$ cat config.mk
export PLATFORM = sky130hd
export DESIGN_NAME = srl_top
export DESIGN_NICKNAME = d
export VERILOG_FILES = /design/src/common/srl_pkg.sv /design/src/common/srl_div_if.sv /design/src/srl_divider.sv /design/src/srl_top.sv
export SDC_FILE = /design/constraint.sdc
export NUM_CORES = 1
export LEC_CHECK = 0
export BUFFER_PORTS_ARGS = -buffer_cell sky130_fd_sc_hd__buf_2
export CAP_MARGIN = 25
export CORE_ASPECT_RATIO = 1.5
export CORE_MARGIN = 4
export CORE_UTILIZATION = 55
export CTS_CLUSTER_DIAMETER = 60
export DETAILED_ROUTE_END_ITERATION = 8
export GPL_TIMING_DRIVEN = 0
export PLACE_DENSITY_LB_ADDON = 0.12
export RECOVER_POWER = 100
export SYNTH_ARGS = -nofsm -noshare
export SYNTH_HDL_FRONTEND = slang
export SYNTH_SLANG_ARGS = --single-unit
$ cat constraint.sdc
create_clock -name sys_clk -period 3.2 [get_ports sys_clk]
set_clock_uncertainty 0.15 [all_clocks]
set_input_delay 0.16 -clock sys_clk [delete_from_list [all_inputs] [get_ports sys_clk]]
set_output_delay 0.16 -clock sys_clk [all_outputs]
set_load 0.01 [all_outputs]
$ cat src/common/srl_pkg.sv
// **********************************************************************
// Set-reset latch unit constants
// **********************************************************************
package srl_pkg;

  // Register bus widths
  localparam int SRL_DATA_W = 8;
  localparam int SRL_ADDR_W = 2;

  // Register indices on the local register port
  localparam logic [1:0] SRL_ADDR_CTRL = 2'h0;
  localparam logic [1:0] SRL_ADDR_SRC = 2'h1;
  localparam logic [1:0] SRL_ADDR_STAT = 2'h2;

  // Reset values of both control registers
  localparam logic [7:0] SRL_CTRL_RST = 8'h00;
  localparam logic [7:0] SRL_SRC_RST = 8'h00;

  // Primary control field positions
  localparam int SRL_B_LEN = 7;
  localparam int SRL_B_DIV_HI = 6;
  localparam int SRL_B_DIV_LO = 4;
  localparam int SRL_B_QEN = 3;
  localparam int SRL_B_NQEN = 2;
  localparam int SRL_B_PS = 1;
  localparam int SRL_B_PR = 0;

  // Source enable field positions
  localparam int SRL_B_PIN_SET = 7;
  localparam int SRL_B_CLK_SET = 6;
  localparam int SRL_B_C2_SET = 5;
  localparam int SRL_B_C1_SET = 4;
  localparam int SRL_B_PIN_RST = 3;
  localparam int SRL_B_CLK_RST = 2;
  localparam int SRL_B_C2_RST = 1;
  localparam int SRL_B_C1_RST = 0;

  // Status field positions
  localparam int SRL_B_ST_Q = 0;
  localparam int SRL_B_ST_PIN = 1;
  localparam int SRL_B_ST_C1 = 2;
  localparam int SRL_B_ST_C2 = 3;
  localparam int SRL_B_ST_DIV = 4;

  // Divider: code 000 gives every 4th cycle, code 111 every 512th
  localparam int SRL_DIV_BASE_LOG2 = 2;
  localparam int SRL_DIV_W = 9;

  // Input synchroniser depth and software pulse length in cycles
  localparam int SRL_SYNC_STAGES = 3;
  localparam int SRL_PULSE_CYCLES = 1;

endpackage

$ cat src/common/srl_div_if.sv
`timescale 1ns/1ps
// **********************************************************************
// Divider select and divided pulse between control and divider
// **********************************************************************
interface srl_div_if;
  logic [2:0] sel;  // Divider code from the primary control register
  logic pulse;      // One-cycle divided pulse
  modport ctrl (output sel, input pulse);
  modport div (input sel, output pulse);
endinterface

$ cat src/srl_divider.sv
`timescale 1ns/1ps
// **********************************************************************
// Pulse clock divider
// **********************************************************************
module srl_divider
  import srl_pkg::*;
(
  input wire logic sys_clk,
  input wire logic arst_n,
  input wire logic clk_en,
  srl_div_if.div dv
);

  // Free-running cycle counter
  logic [SRL_DIV_W-1:0] count;
  // Low bits that must all be one for a pulse
  logic [SRL_DIV_W-1:0] mask;
  logic [SRL_DIV_W-1:0] next_count;

  // Mask bit i is set while i is below code plus base
  genvar gi;
  generate
    for (gi = 0; gi < SRL_DIV_W; gi++)
    begin : g_mask
      assign mask[gi] = (gi < (int'(dv.sel) + SRL_DIV_BASE_LOG2));
    end
  endgenerate

  assign next_count = count + 9'h001;
  // One cycle wide, once per 4 << code cycles
  assign dv.pulse = ((count & mask) == mask);

  // Counter advances only while the clock enable is high
  always_ff @(posedge sys_clk or negedge arst_n)
  begin
    if (!arst_n)
      count <= 9'h000;
    else if (clk_en)
      count <= next_count;
  end

  // **********************************************************************
  // Checks
  // **********************************************************************
  // Cycles since the last pulse, and whether the code moved meanwhile
  logic [10:0] gap;
  logic seen;
  logic sel_moved;
  logic [2:0] last_sel;
  always_ff @(posedge sys_clk or negedge arst_n)
  begin
    if (!arst_n)
    begin
      gap <= 11'h000;
      seen <= 1'b0;
      sel_moved <= 1'b0;
      last_sel <= 3'h0;
    end
    else if (clk_en)
    begin
      last_sel <= dv.sel;
      gap <= dv.pulse ? 11'h001 : gap + 11'h001;
      seen <= seen | dv.pulse;
      // A code change in the pulse cycle itself still spoils the next gap
      sel_moved <= (dv.sel != last_sel) || (!dv.pulse && sel_moved);
    end
  end
endmodule // srl_divider

$ cat src/srl_top.sv
`timescale 1ns/1ps
// **********************************************************************
// Set-reset latch unit
// **********************************************************************
module srl_top
  import srl_pkg::*;
(
  input wire logic sys_clk,
  input wire logic arst_n,
  input wire logic clk_en,
  input wire logic [SRL_ADDR_W-1:0] reg_addr,
  input wire logic [SRL_DATA_W-1:0] reg_wdata,
  input wire logic reg_wr,
  input wire logic reg_rd,
  output logic [SRL_DATA_W-1:0] reg_rdata,
  input wire logic external_trigger_input,
  input wire logic cmp_one_synced_output,
  input wire logic cmp_two_synced_output,
  output logic true_output_pin,
  output logic inverted_output_pin
);

  // **********************************************************************
  // Register file
  // **********************************************************************
  // Primary control, pulse bits are never stored here
  logic [7:0] latch_control_primary;
  // Set and reset source enables
  logic [7:0] latch_source_enables;
  // One-cycle software pulses
  logic sw_set_pulse;
  logic sw_reset_pulse;

  // Address decode
  wire hit_ctrl = (reg_addr == SRL_ADDR_CTRL);
  wire hit_src = (reg_addr == SRL_ADDR_SRC);
  wire hit_stat = (reg_addr == SRL_ADDR_STAT);
  wire wr_ctrl = reg_wr && hit_ctrl;
  wire wr_src = reg_wr && hit_src;

  // Pulse requests; writing zero does nothing
  wire next_set_pulse = wr_ctrl && reg_wdata[SRL_B_PS];
  wire next_reset_pulse = wr_ctrl && reg_wdata[SRL_B_PR];

  // Field decode
  wire latch_enable = latch_control_primary[SRL_B_LEN];
  wire true_output_enable = latch_control_primary[SRL_B_QEN];
  wire inverted_output_enable = latch_control_primary[SRL_B_NQEN];
  wire pin_set_enable = latch_source_enables[SRL_B_PIN_SET];
  wire clock_set_enable = latch_source_enables[SRL_B_CLK_SET];
  wire cmp_two_set_enable = latch_source_enables[SRL_B_C2_SET];
  wire cmp_one_set_enable = latch_source_enables[SRL_B_C1_SET];
  wire pin_reset_enable = latch_source_enables[SRL_B_PIN_RST];
  wire clock_reset_enable = latch_source_enables[SRL_B_CLK_RST];
  wire cmp_two_reset_enable = latch_source_enables[SRL_B_C2_RST];
  wire cmp_one_reset_enable = latch_source_enables[SRL_B_C1_RST];

  // Control registers clear on every reset
  always_ff @(posedge sys_clk or negedge arst_n)
  begin
    if (!arst_n)
    begin
      latch_control_primary <= SRL_CTRL_RST;
      latch_source_enables <= SRL_SRC_RST;
    end
    else if (clk_en)
    begin
      // Pulse bit positions are held at zero
      if (wr_ctrl)
        latch_control_primary <= {reg_wdata[7:2], 2'b00};
      if (wr_src)
        latch_source_enables <= reg_wdata;
    end
  end

  // Pulses self-clear on the next cycle without a write
  always_ff @(posedge sys_clk or negedge arst_n)
  begin
    if (!arst_n)
    begin
      sw_set_pulse <= 1'b0;
      sw_reset_pulse <= 1'b0;
    end
    else if (clk_en)
    begin
      sw_set_pulse <= next_set_pulse;
      sw_reset_pulse <= next_reset_pulse;
    end
  end

  // **********************************************************************
  // Input synchronisers
  // **********************************************************************
  // Pin and comparator levels arrive from outside this clock domain
  wire [2:0] raw_in = {cmp_two_synced_output, cmp_one_synced_output,
                       external_trigger_input};
  // Filtered levels: bit 0 trigger, bit 1 comparator one, bit 2 two
  logic [2:0] in_filt;

  genvar gi;
  generate
    for (gi = 0; gi < 3; gi++)
    begin : g_sync
      // Stage 1 feeds only stage 2, never logic
      logic [SRL_SYNC_STAGES-1:0] stage;
      always_ff @(posedge sys_clk or negedge arst_n)
      begin
        if (!arst_n)
        begin
          stage <= 3'b000;
          in_filt[gi] <= 1'b0;
        end
        else if (clk_en)
        begin
          stage <= {stage[1:0], raw_in[gi]};
          // A change counts once stages two and three agree
          if (stage[1] == stage[2])
            in_filt[gi] <= stage[2];
        end
      end
    end
  endgenerate

  wire trig_lvl = in_filt[0];
  wire cmp_one_lvl = in_filt[1];
  wire cmp_two_lvl = in_filt[2];

  // **********************************************************************
  // Divided pulse clock
  // **********************************************************************
  srl_div_if div_bus ();
  assign div_bus.sel = latch_control_primary[SRL_B_DIV_HI:SRL_B_DIV_LO];

  srl_divider u_divider (
    .sys_clk (sys_clk),
    .arst_n (arst_n),
    .clk_en (clk_en),
    .dv (div_bus.div)
  );

  wire divided_pulse_clock = div_bus.pulse;

  // **********************************************************************
  // Latch core
  // **********************************************************************
  // Each enabled source contributes to the OR
  wire set_from_clk = clock_set_enable && divided_pulse_clock;
  wire rst_from_clk = clock_reset_enable && divided_pulse_clock;
  wire set_from_pin = pin_set_enable && trig_lvl;
  wire rst_from_pin = pin_reset_enable && trig_lvl;
  wire set_from_cmp = (cmp_one_set_enable && cmp_one_lvl)
                   || (cmp_two_set_enable && cmp_two_lvl);
  wire rst_from_cmp = (cmp_one_reset_enable && cmp_one_lvl)
                   || (cmp_two_reset_enable && cmp_two_lvl);

  // Sources are ignored while the latch is disabled
  wire set_in = latch_enable && (sw_set_pulse || set_from_clk
                || set_from_pin || set_from_cmp);
  wire reset_in = latch_enable && (sw_reset_pulse || rst_from_clk
                  || rst_from_pin || rst_from_cmp);

  // Stored state, left without reset value on purpose
  logic latch_state;
  // Reset dominates; inputs act at once, not at the next edge
  wire next_latch = reset_in ? 1'b0 : (set_in ? 1'b1 : latch_state);
  wire q_now = next_latch;

  // No reset term: state stays unknown until a set or reset input acts
  always_ff @(posedge sys_clk)
  begin
    if (clk_en)
      latch_state <= next_latch;
  end

  // **********************************************************************
  // Outputs
  // **********************************************************************
  // Enables clear at reset, so pins read low even with unknown state
  assign true_output_pin = latch_enable && true_output_enable
                           && q_now;
  assign inverted_output_pin = latch_enable && inverted_output_enable
                               && !q_now;

  // Read mux; unmapped addresses read zero
  wire [7:0] stat_word = {3'b000, divided_pulse_clock, cmp_two_lvl,
                          cmp_one_lvl, trig_lvl, q_now};
  wire [7:0] rd_mux = hit_ctrl ? latch_control_primary :
                      hit_src ? latch_source_enables :
                      hit_stat ? stat_word : 8'h00;

  // Read data stands only in the cycle after the strobe
  always_ff @(posedge sys_clk or negedge arst_n)
  begin
    if (!arst_n)
      reg_rdata <= 8'h00;
    else if (clk_en)
      reg_rdata <= reg_rd ? rd_mux : 8'h00;
  end

  // Helper: first cycle after reset release
  logic first_cyc;
  always_ff @(posedge sys_clk or negedge arst_n)
  begin
    if (!arst_n)
      first_cyc <= 1'b1;
    else
      first_cyc <= 1'b0;
  end

  // Helper: set once the latch has seen a set or a reset; until then
  // its state is unknown on purpose and no check may judge it
  logic known_q;
  always_ff @(posedge sys_clk or negedge arst_n)
  begin
    if (!arst_n)
      known_q <= 1'b0;
    else if (clk_en && (set_in || reset_in))
      known_q <= 1'b1;
  end
endmodule // srl_top

==> run summary, run 1 <==
Met2 Use GR: 34.81%
Slowest stage cell, crit path: dfrtp_1
Most frequent cells in the layout: dfrtp_1, mux2_2, buf_2, clkbuf_1
Worst vdd ir: 0.4781 mV
CP cell instances: inv_1 -> ha_1 -> a221o_1 -> a41oi_1 -> o211a_1 -> clkbuf_1
CP max FO: 7
GRT Total Usage: 20.70%
M1 GR Usage: 25.32%
GP Congestion: 0.8751
Skew-Pair Late Insertion Delay: 290 ps
Die Span Y: 84.70 um
Slew @ Worst Pin: 1760 ps
Critical path startpoint category: register
Status: finished, violations left
Crit. End Element: primary output
Total leakage power: 1.149 nW
Core Area: 3716 um^2
Hold violation total from the final report: 0
Failing checks: capacitance limit, slew limit
First-pass GRT wire length: 7962 um
Resize count post-CTS: 0
Post-Syn Nets: 209
Slew Limit Fails: 41
RSZ-0062 raised after global routing: false
IO Port Bufs: 26
Critical path class: register to primary output
Sequential fraction of the synthesis area: 53.60%
Yosys cell types: 39
Final critical-path share of the clock period: 84.53%
Postcts setup bufs: 0
Yosys warns: 0
Mapped cell area: 2157 um^2
Initial Util: 58.05%
Sum of negative setup slack: 0 ps
Min-delay worst type: input pin to register
Initial antenna violation count: 0
Maximum clock insertion buffer count: 2
Async set-reset flop share out of synthesis: 97.83%
Worst-path clk slew: 80 ps
Post-DP HPWL: 3206 um
Synth top area share: 52.20%
EDFF count, synth: 1
CTS root buf: clkbuf_8
Site row count: 27
Drt pass-1 iters: 4
DRC errors left: 0
Synth top area cells: dfrtp_1, mux2_2, ha_1
Met3 Track Usage GR: 4.462%
Die width: 59.14 um
Diode count: 0
Maxcap violations: 1
GRT overflow: 0
Minimum clock period: 2705 ps
Via count: 1,608
Crit-path max cell delay: 480 ps
Power Density: 624.7 nW/um^2
Vias per cell: 5.826
Commonest non-fill, non-tap cell in the layout: dfrtp_1
Syn Inst Count: 186
Vias in the first global route: 1,686
Syn Area/Cell: 11.60 um^2
Rel. slew slack: -17.36%
Nets: 256
Placed instance count: 255
Layout area overhead: 18.16%
Final setup fails: 0
Layout cells sized above 1: 21.89%
Largest net degree at the start of global routing: 46
Final std cells w/o fill: 276
Max frequency: 369.7 MHz
Routed WL per cell: 16.51 um
Top FF cell, synth: dfrtp_1
Worst endpoint required time: 2890 ps
CTS Sinks: 46
Layer with the highest usage: met2
DRT Wirelength: 4557 um
H-tree levels: 2
CTS tree: done
# IOs: 28
Antenna-violating nets left: 0
Die area: 5009 um^2
Yosys top cell by area: dfrtp_1
CP arrival: 2390 ps
Number of synthesized register bits: 46
Total CTS buffers: 5
Iteration-0 DRC Markers: 60
-- what timing repair did --
action / in CTS / in global routing
setup endpoints to repair: 0 / 0
hold buffers: 13 / 0
hold endpoints to repair: 65 / 0
-- state kept, by name, indices dropped and copies added, names as in the netlist --
name,cells
latch_source_enables,8
latch_control_primary,6
u_divider.count,9
reg_rdata,8
sw_reset_pulse,1
g_sync.stage,9
trig_lvl,1
sw_set_pulse,1
cmp_one_lvl,1
latch_state,1
cmp_two_lvl,1
-- synth_stat cells, types with 2 or more instances --
cell type and instances:
a21oi_1 11, a22oi_1 3, buf_2 2, clkbuf_1 5, dfrtp_1 45, ha_1 5, inv_1 11, mux2_2 21
mux2i_1 6, nand2_1 13, nand2b_1 5, nand3_1 5, nor2_1 9, nor2b_1 3, nor3_1 2, o211a_1 2
o21ai_0 5, o22ai_1 6, xnor2_1 6, xor2_1 2
-- report_power, final --
group / switching, mW / internal, mW
logic: 0.195 / 0.201
registers: 0.138 / 0.709
clock network: 0.178 / 0.171
total: 0.511 / 1.08
-- layout make-up --
type / instances / area, um^2
buffer: 7 / 28.78
clock buffer: 7 / 86.33
fill: 305 / 1167
inverter: 12 / 45.04
multi-input combinational: 121 / 919.6
sequential: 46 / 1156
tap: 43 / 53.80
timing repair buffer: 40 / 259.0
-- worst max-delay path: cells and delay by family (launching register included) --
| kind | cells | cell delay [ps] |
|---|---|---|
| AOI/OAI and AO/OA | 3 | 1040 |
| adders and majority gates | 1 | 320 |
| buffers and inverters | 2 | 270 |
| DFF | 1 | 480 |
-- routing by layer --
metal	wire, um	part of all wire (%)
met3	231	5.1
met1	1784	39
met4	68	1.5
met5	0	0
met2	2472	54
-- final timing paths --
| kind | startpoint | end | slack, ps | depth (start not counted) |
|---|---|---|---|---|
| max | latch_control_primary[5] | inverted_output_pin | 500 | 6 |
| max reg2reg | latch_control_primary[5] | latch_state | 960 | 5 |
| max in group asynchronous | arst_n | sw_set_pulse | 740 | 3 |
| min in group asynchronous | arst_n | u_divider.count[3] | 100 | 2 |
| min | reg_rd | reg_rdata[0] | 40 | 3 |
| min reg2reg | u_divider.count[8] | u_divider.count[8] | 350 | 1 |
-- logic make-up after synthesis --
kind of cell,synth area share (%)
DFF,53.60
and+or+nand+nor,9.397
AOI/OAI and AO/OA,13.17
muxes,13.75
buffers and inverters,3.422
xor gates and xnor gates,3.248
adders and majority gates,3.422
-- per-stage QoR --
step / setup slack (ps) / util [%] / hold WS [ps] / total power [mW] / area [um^2]
3_3_place_gp: 1009 / 63.00 / 196.2 / 1.218 / 2341
2_1_floorplan: 1162 / - / -285.6 / 1.110 / 2157
5_1_grt: 328.3 / 68.59 / 46.41 / 1.693 / 2549
4_1_cts: 597.4 / 68.82 / 15.82 / 1.609 / 2557
6_report: 495.1 / 68.59 / 42.39 / 1.592 / 2549
3_5_place_dp: 940.5 / 63.00 / 226.7 / 1.245 / 2341
Note: power is estimated with default switching activity, not from simulation.
==> run 2: changes to the inputs <==
--- a/config.mk
+++ b/config.mk
@@ -9,7 +9,7 @@
 export CAP_MARGIN = 25
 export CORE_ASPECT_RATIO = 1.5
 export CORE_MARGIN = 4
-export CORE_UTILIZATION = 55
+export CORE_UTILIZATION = 51
 export CTS_CLUSTER_DIAMETER = 60
 export DETAILED_ROUTE_END_ITERATION = 8
 export GPL_TIMING_DRIVEN = 0
==> constraint.sdc (replaced) <==
create_clock -name sys_clk -period 2.17 [get_ports sys_clk]
set_clock_uncertainty 0.15 [all_clocks]
set_input_delay 0.1085 -clock sys_clk [delete_from_list [all_inputs] [get_ports sys_clk]]
set_output_delay 0.1085 -clock sys_clk [all_outputs]
set_load 0.01 [all_outputs]
==> run 2 against run 1 <==
  * The flow finishes with violations (setup timing)
  * Sequential share of layout area fell by 2.8 points
  * Global-route usage fell by 1.3 points
  * Worst hold slack improved by 36 ps
  * Register-to-register slack got worse by 910 ps
  * Combinational power rose by 68%
  * Clock-buffer cell count fell by 1
  * Die area rose by 6.9%
  * Core utilization fell by 1.1 points
  * Critical path type unchanged
  * Critical endpoint unchanged
  * Largest power group unchanged
==> run summary, run 2 (synthesis gave the netlist of run 1 again) <==
Hold violation total from the final report: 0 (unchanged)
Drt pass-1 iters: 4 (unchanged)
Met3 Track Usage GR: 3.540% (-0.92 points)
Final std cells w/o fill: 287 (+4.0%)
GRT Total Usage: 19.38% (-1.3 points)
Critical path class: register to primary output
Site row count: 28 (+3.7%)
Most frequent cells in the layout: dfrtp_1, mux2_2, buf_2
CP cell instances: buf_6 -> and2b_2 -> o21ai_2 -> a2111oi_4 -> a41oi_2 -> o211a_1 -> buf_2
R2R cell count: 7 (+2)
Final setup fails: 2 (+2)
Initial antenna violation count: 0 (unchanged)
Final worst slack: -212.1 ps (-707.1 ps)
Iteration-0 DRC Markers: 52 (-13%)
First-pass GRT wire length: 7714 um (-3.1%)
Slew @ Worst Pin: 577.7 ps (-1183 ps)
Met2 Use GR: 34.01% (-0.80 points)
Status: finished, violations left
Total CTS buffers: 5 (unchanged)
Commonest non-fill, non-tap cell in the layout: dfrtp_1
M1 GR Usage: 22.34% (-3.0 points)
Maxcap violations: 0 (-1)
Power Total: 2.691 mW (+69%)
Die width: 61.10 um (+3.3%)
Worst endpoint required time: 1910 ps (-980 ps)
Largest net degree at the start of global routing: 46 (unchanged)
R2r startpoint: latch_control_primary[5]
H-tree levels: 2 (unchanged)
Largest regs: g_sync.stage: 9 flops, u_divider.count: 9 flops
Die Span Y: 87.65 um (+3.5%)
Seq. cell area: 1157 um^2 (+0.11%)
IO Port Bufs: 26 (unchanged)
Nets: 264 (+3.1%)
CTS Sinks: 46 (unchanged)
Hold_sp: reg_addr[1]
Final Util: 67.48% (-1.1 points)
Worst vdd ir: 0.8314 mV (+74%)
Initial Util: 53.54% (-4.5 points)
Filler instances: 294 (-3.6%)
DRT Wirelength: 4703 um (+3.2%)
Crit Reg-Reg Endpoint: latch_state
CP max FO: 6 (-1)
CTS root buf: clkbuf_8
Layout cells sized above 1: 29.34% (+7.5 points)
Maximum clock insertion buffer count: 2 (unchanged)
# IOs: 28 (unchanged)
DRC errors left: 0 (unchanged)
Vias in the first global route: 1,699 (+0.77%)
Slowest stage cell, crit path: dfrtp_2
Layout area overhead: 26.04%
RSZ-0062 raised after global routing: true
Min-delay worst type: input pin to register
Core Area: 4029 um^2 (+8.4%)
CTS tree: done
Power Density: 989.8 nW/um^2 (+58%)
Failing checks: setup timing
FF-to-FF setup slack: 50 ps (-910 ps)
Diode count: 0 (unchanged)
Antenna-violating nets left: 0 (unchanged)
Rel. slew slack: 61.49% (+79 points)
Worst-path clk slew: 80 ps (about the same)
Post-DP HPWL: 3267 um (+1.9%)
GRT overflow: 0 (unchanged)
WHS Path Cells: 4 (+1)
Final critical-path share of the clock period: 109.8%
Total leakage power: 1.215 nW (+5.8%)
Crit. End Element: primary output
Critical path startpoint category: register
Crit-path max cell delay: 450 ps (-30 ps)
Sum of negative setup slack: -347.9 ps (-347.9 ps)
Min-Delay Endpoint: reg_rdata[2]
Routed WL per cell: 16.39 um (-0.75%)
Vias per cell: 5.610 (-3.7%)
Die area: 5355 um^2 (+6.9%)
Placed instance count: 257 (+0.78%)
Skew-Pair Late Insertion Delay: 300 ps (about the same)
CP arrival: 2120 ps (-270 ps)
Layer with the highest usage: met2
Via count: 1,610 (+0.12%)
GP Congestion: 0.8352 (-4.6%)
Multi-input gate area: 962.2 um^2 (+4.6%)
Slew Limit Fails: 0 (-100%)
Max frequency: 419.8 MHz
Minimum clock period: 2382 ps
[run 2: worst max-delay path by stage]
stage	to	depth (start not counted)	slack [ps]	startpoint
final	inverted_output_pin	7	-210	latch_control_primary[5]
after global placement	inverted_output_pin	6	3	latch_control_primary[5]
after detailed placement	inverted_output_pin	6	3	latch_control_primary[5]
after CTS	inverted_output_pin	6	-210	latch_control_primary[5]
after global routing	inverted_output_pin	7	-290	latch_control_primary[5]
after floorplan	true_output_pin	5	180	latch_control_primary[5]
[run 2: what timing repair did]
action / CTS / global route
setup buffers: 5 / 2
pin swaps: 7 / 6
resized for setup: 3 / 10
endpoints found under the setup margin: 2 / 8
hold buffers: 14 / 1
endpoints found under the hold margin: 66 / 2
[run 2: layout make-up]
| type | instances | share of cell area [%] |
|---|---|---|
| Clock buffer | 6 | 3.037 |
| Timing Repair Buffer | 48 | 11.92 |
| Multi-Input combinational cell | 121 | 35.39 |
| Clock inverter | 2 | 2.209 |
| Buffer | 7 | 1.150 |
| Sequential cell | 46 | 42.57 |
| Inverter | 12 | 1.657 |
| Tap cell | 45 | 2.071 |
[run 2: power breakdown]
| group | internal (mW) | switching, mW | total (mW) |
|---|---|---|---|
| clock network | 0.491 | 0.279 | 0.770 |
| logic | 0.346 | 0.321 | 0.667 |
| registers | 1.05 | 0.208 | 1.25 |
| total | 1.88 | 0.808 | 2.69 |
[run 2: worst max-delay path, delay by kind of cell (launching register included)]
kind,cells,cell delay (ps)
buffers and inverters,2,250
flip-flops,1,450
AND/OR/NAND/NOR,1,160
AO/OA/AOI/OAI,4,970
[run 2: routing by layer]
layer  vias to the layer above  share of wire (%)
li1                        759                  -
met1                       800                 40
met2                        39                 54
met3                        12                3.5
met4                         0                2.5
met5                         -                  0
[run 2: per-stage QoR]
stage                     hold WS (ps)  worst slack (ps)  cell area (um^2)
after floorplan                 -337.1             183.1              2157
after global placement           154.8             3.032              2344
after detailed placement         172.8             3.145              2344
after CTS                        67.60            -212.9              2671
after global routing             97.30            -286.7              2719
final                            78.05            -212.1              2719
==> run 3: changes to the inputs <==
--- a/config.mk
+++ b/config.mk
@@ -9,11 +9,12 @@
 export CAP_MARGIN = 25
 export CORE_ASPECT_RATIO = 1.5
 export CORE_MARGIN = 4
-export CORE_UTILIZATION = 51
+export CORE_UTILIZATION = 49
 export CTS_CLUSTER_DIAMETER = 60
 export DETAILED_ROUTE_END_ITERATION = 8
 export GPL_TIMING_DRIVEN = 0
-export PLACE_DENSITY_LB_ADDON = 0.12
+export MAX_ROUTING_LAYER = met4
+export PLACE_DENSITY = 0.69
 export RECOVER_POWER = 100
 export SYNTH_ARGS = -nofsm -noshare
 export SYNTH_HDL_FRONTEND = slang
==> run 3 against run 2 <==
  * The flow still finishes with violations (setup timing)
  * Global-route usage decreased by 0.80 points
  * Via count down 1.1%
  * Non-clock buffer count down 2
  * Register-to-register slack improved by 40 ps
  * Setup slack better by 17 ps
  * Critical path depth decreased by 1
  * Clock power down 35%
  * Cell count down 0.35%
  * Critical path type unchanged
  * Critical endpoint is now true_output_pin
  * Largest power group unchanged
  * Highest routed layer unchanged
==> run summary, run 3 (synthesis gave the netlist of run 1 again) <==
CTS root buf: clkbuf_8
Layout cells sized above 1: 28.75% (-0.59 points)
Skew-Pair Late Insertion Delay: 300 ps (about the same)
Critical path class: register to primary output
Iteration-0 DRC Markers: 43 (-17%)
Slew Limit Fails: 0 (unchanged)
Diode count: 0 (unchanged)
IO Port Bufs: 26 (unchanged)
CTS Sinks: 46 (unchanged)
CP max FO: 6 (unchanged)
CP arrival: 2110 ps (about the same)
Critical path startpoint category: register
Hold violation total from the final report: 0 (unchanged)
Initial antenna violation count: 0 (unchanged)
GRT Total Usage: 18.58% (-0.80 points)
Min-delay worst type: input pin to register
DRC errors left: 0 (unchanged)
Maximum clock insertion buffer count: 2 (unchanged)
Initial Util: 50.81% (-2.7 points)
Minimum clock period: 2365 ps (-17.10 ps)
CP cell instances: inv_2 -> ha_4 -> a221o_1 -> a41o_1 -> nor3_1 -> buf_2
Vias in the first global route: 1,616 (-4.9%)
R2r startpoint: latch_control_primary[5]
Total leakage power: 1.176 nW (-3.2%)
Rel. slew slack: 44.19% (-17 points)
Largest net degree at the start of global routing: 46 (unchanged)
Failing checks: setup timing
Post-DP HPWL: 3140 um (-3.9%)
Slew @ Worst Pin: 837.1 ps (+259.4 ps)
Power Density: 911.4 nW/um^2 (-7.9%)
Crit Reg-Reg Endpoint: reg_rdata[0]
WHS Path Cells: 4 (unchanged)
Worst-path clk slew: 80 ps (about the same)
Total CTS buffers: 5 (unchanged)
Antenna-violating nets left: 0 (unchanged)
First-pass GRT wire length: 7852 um (+1.8%)
Via count: 1,593 (-1.1%)
Filler instances: 370 (+26%)
Max frequency: 422.8 MHz (+0.72%)
Status: finished, violations left
Worst endpoint required time: 1910 ps (about the same)
Routed WL per cell: 16.38 um (about the same)
Crit-path max cell delay: 480 ps (+30 ps)
Slowest stage cell, crit path: dfrtp_2
H-tree levels: 2 (unchanged)
Layout area overhead: 23.26%
Largest regs: g_sync.stage: 9 flops, u_divider.count: 9 flops
FF-to-FF setup slack: 90 ps (+40 ps)
Core Area: 4245 um^2 (+5.4%)
Vias per cell: 5.570 (-0.71%)
Hold_sp: reg_addr[1]
Final setup fails: 2 (unchanged)
Die Span Y: 89.26 um (+1.8%)
Min-Delay Endpoint: reg_rdata[2]
Worst vdd ir: 0.7750 mV (-6.8%)
Most frequent cells in the layout: dfrtp_1, mux2_2, buf_2
Nets: 262 (-0.76%)
Die width: 62.18 um (+1.8%)
CTS tree: done
RSZ-0062 raised after global routing: true
Crit. End Element: primary output
Maxcap violations: 0 (unchanged)
DRT Wirelength: 4685 um (-0.38%)
Power Total: 2.423 mW (-10%)
Final worst slack: -195.0 ps (+17.10 ps)
Commonest non-fill, non-tap cell in the layout: dfrtp_1
Die area: 5550 um^2 (+3.6%)
Drt pass-1 iters: 4 (unchanged)
Site row count: 29 (+3.6%)
GRT overflow: 0 (unchanged)
# IOs: 28 (unchanged)
Hold WS: 82.54 ps (+4.496 ps)
Final critical-path share of the clock period: 109.0% (-0.79 points)
R2R cell count: 6 (-1)
GP Congestion: 0.8284 (-0.81%)
## run 3: cell count changes in the layout (fill, tap and decap cells not counted), moves of 2 or more
| cell | change |
|---|---|
| ha_1 | -2 |
| bufinv_16 | -2 |
| clkbuf_1 | +2 |
| clkinv_2 | +2 |
| buf_4 | -3 |
## run 3: cell type report
class / count / area (um^2) / area share [%]
inverter: 12 / 45.04 / 1.694
tap: 46 / 57.56 / 2.165
timing repair buffer: 46 / 305.3 / 11.48
multi-input combinational: 121 / 980.9 / 36.89
clock buffer: 6 / 72.57 / 2.729
buffer: 7 / 30.03 / 1.129
sequential: 46 / 1157 / 43.53
clock inverter: 2 / 10.01 / 0.3765
## run 3: how the worst max path moves through the flow
stage | startpoint | endpoint | slack [ps] | cells past startpoint
after global placement | latch_control_primary[5] | inverted_output_pin | 10 | 6
after floorplan | latch_control_primary[5] | true_output_pin | 180 | 5
after detailed placement | latch_control_primary[5] | true_output_pin | 4 | 6
final | latch_control_primary[5] | true_output_pin | -190 | 6
after global routing | latch_control_primary[5] | true_output_pin | -310 | 7
after CTS | latch_control_primary[6] | inverted_output_pin | -210 | 8
## run 3: report_power, final
group	total, mW	leakage [nW]	switching (mW)	internal [mW]
registers	1.26	0.566	0.210	1.05
logic	0.666	0.565	0.321	0.345
clock network	0.501	0.0450	0.278	0.223
## run 3: timing repair
item,in CTS,in global routing
resized for setup,4,11
pin swaps,8,5
hold buffers,14,0
buffers inserted,5,1
endpoints found under the hold margin,66,0
endpoints found under the setup margin,2,6
## run 3: worst max-delay path, delay by kind of cell, from the launching register on
kind                     cells  cell delay [ps]
AO/OA/AOI/OAI                2              660
adder cells (fa/ha/maj)      1              210
buffers and inverters        2              280
flip-flops                   1              480
AND/OR/NAND/NOR              1              190
## run 3: stage by stage
| step | util [%] | cell area [um^2] | setup WS (ps) | instances | setup TNS, ps |
|---|---|---|---|---|---|
| 6_report | 62.63 | 2659 | -195.0 | 286 | -387.6 |
| 4_1_cts | 61.74 | 2621 | -211.2 | 285 | -399.7 |
| 5_1_grt | 62.63 | 2659 | -306.9 | 286 | -864.1 |
| 3_3_place_gp | 55.23 | 2345 | 9.827 | 258 | 0 |
| 2_1_floorplan | - | 2157 | 183.1 | 186 | 0 |
| 3_5_place_dp | 55.23 | 2345 | 4.492 | 258 | 0 |
## run 3: metal layers
layer  routed length [um]  GRT usage (%)  share of wire, %
met3                  128          3.270               2.7
met5                    0              -                 0
met2                 2614          31.51                56
met1                 1842          21.84                39
met4                  101          7.692               2.2
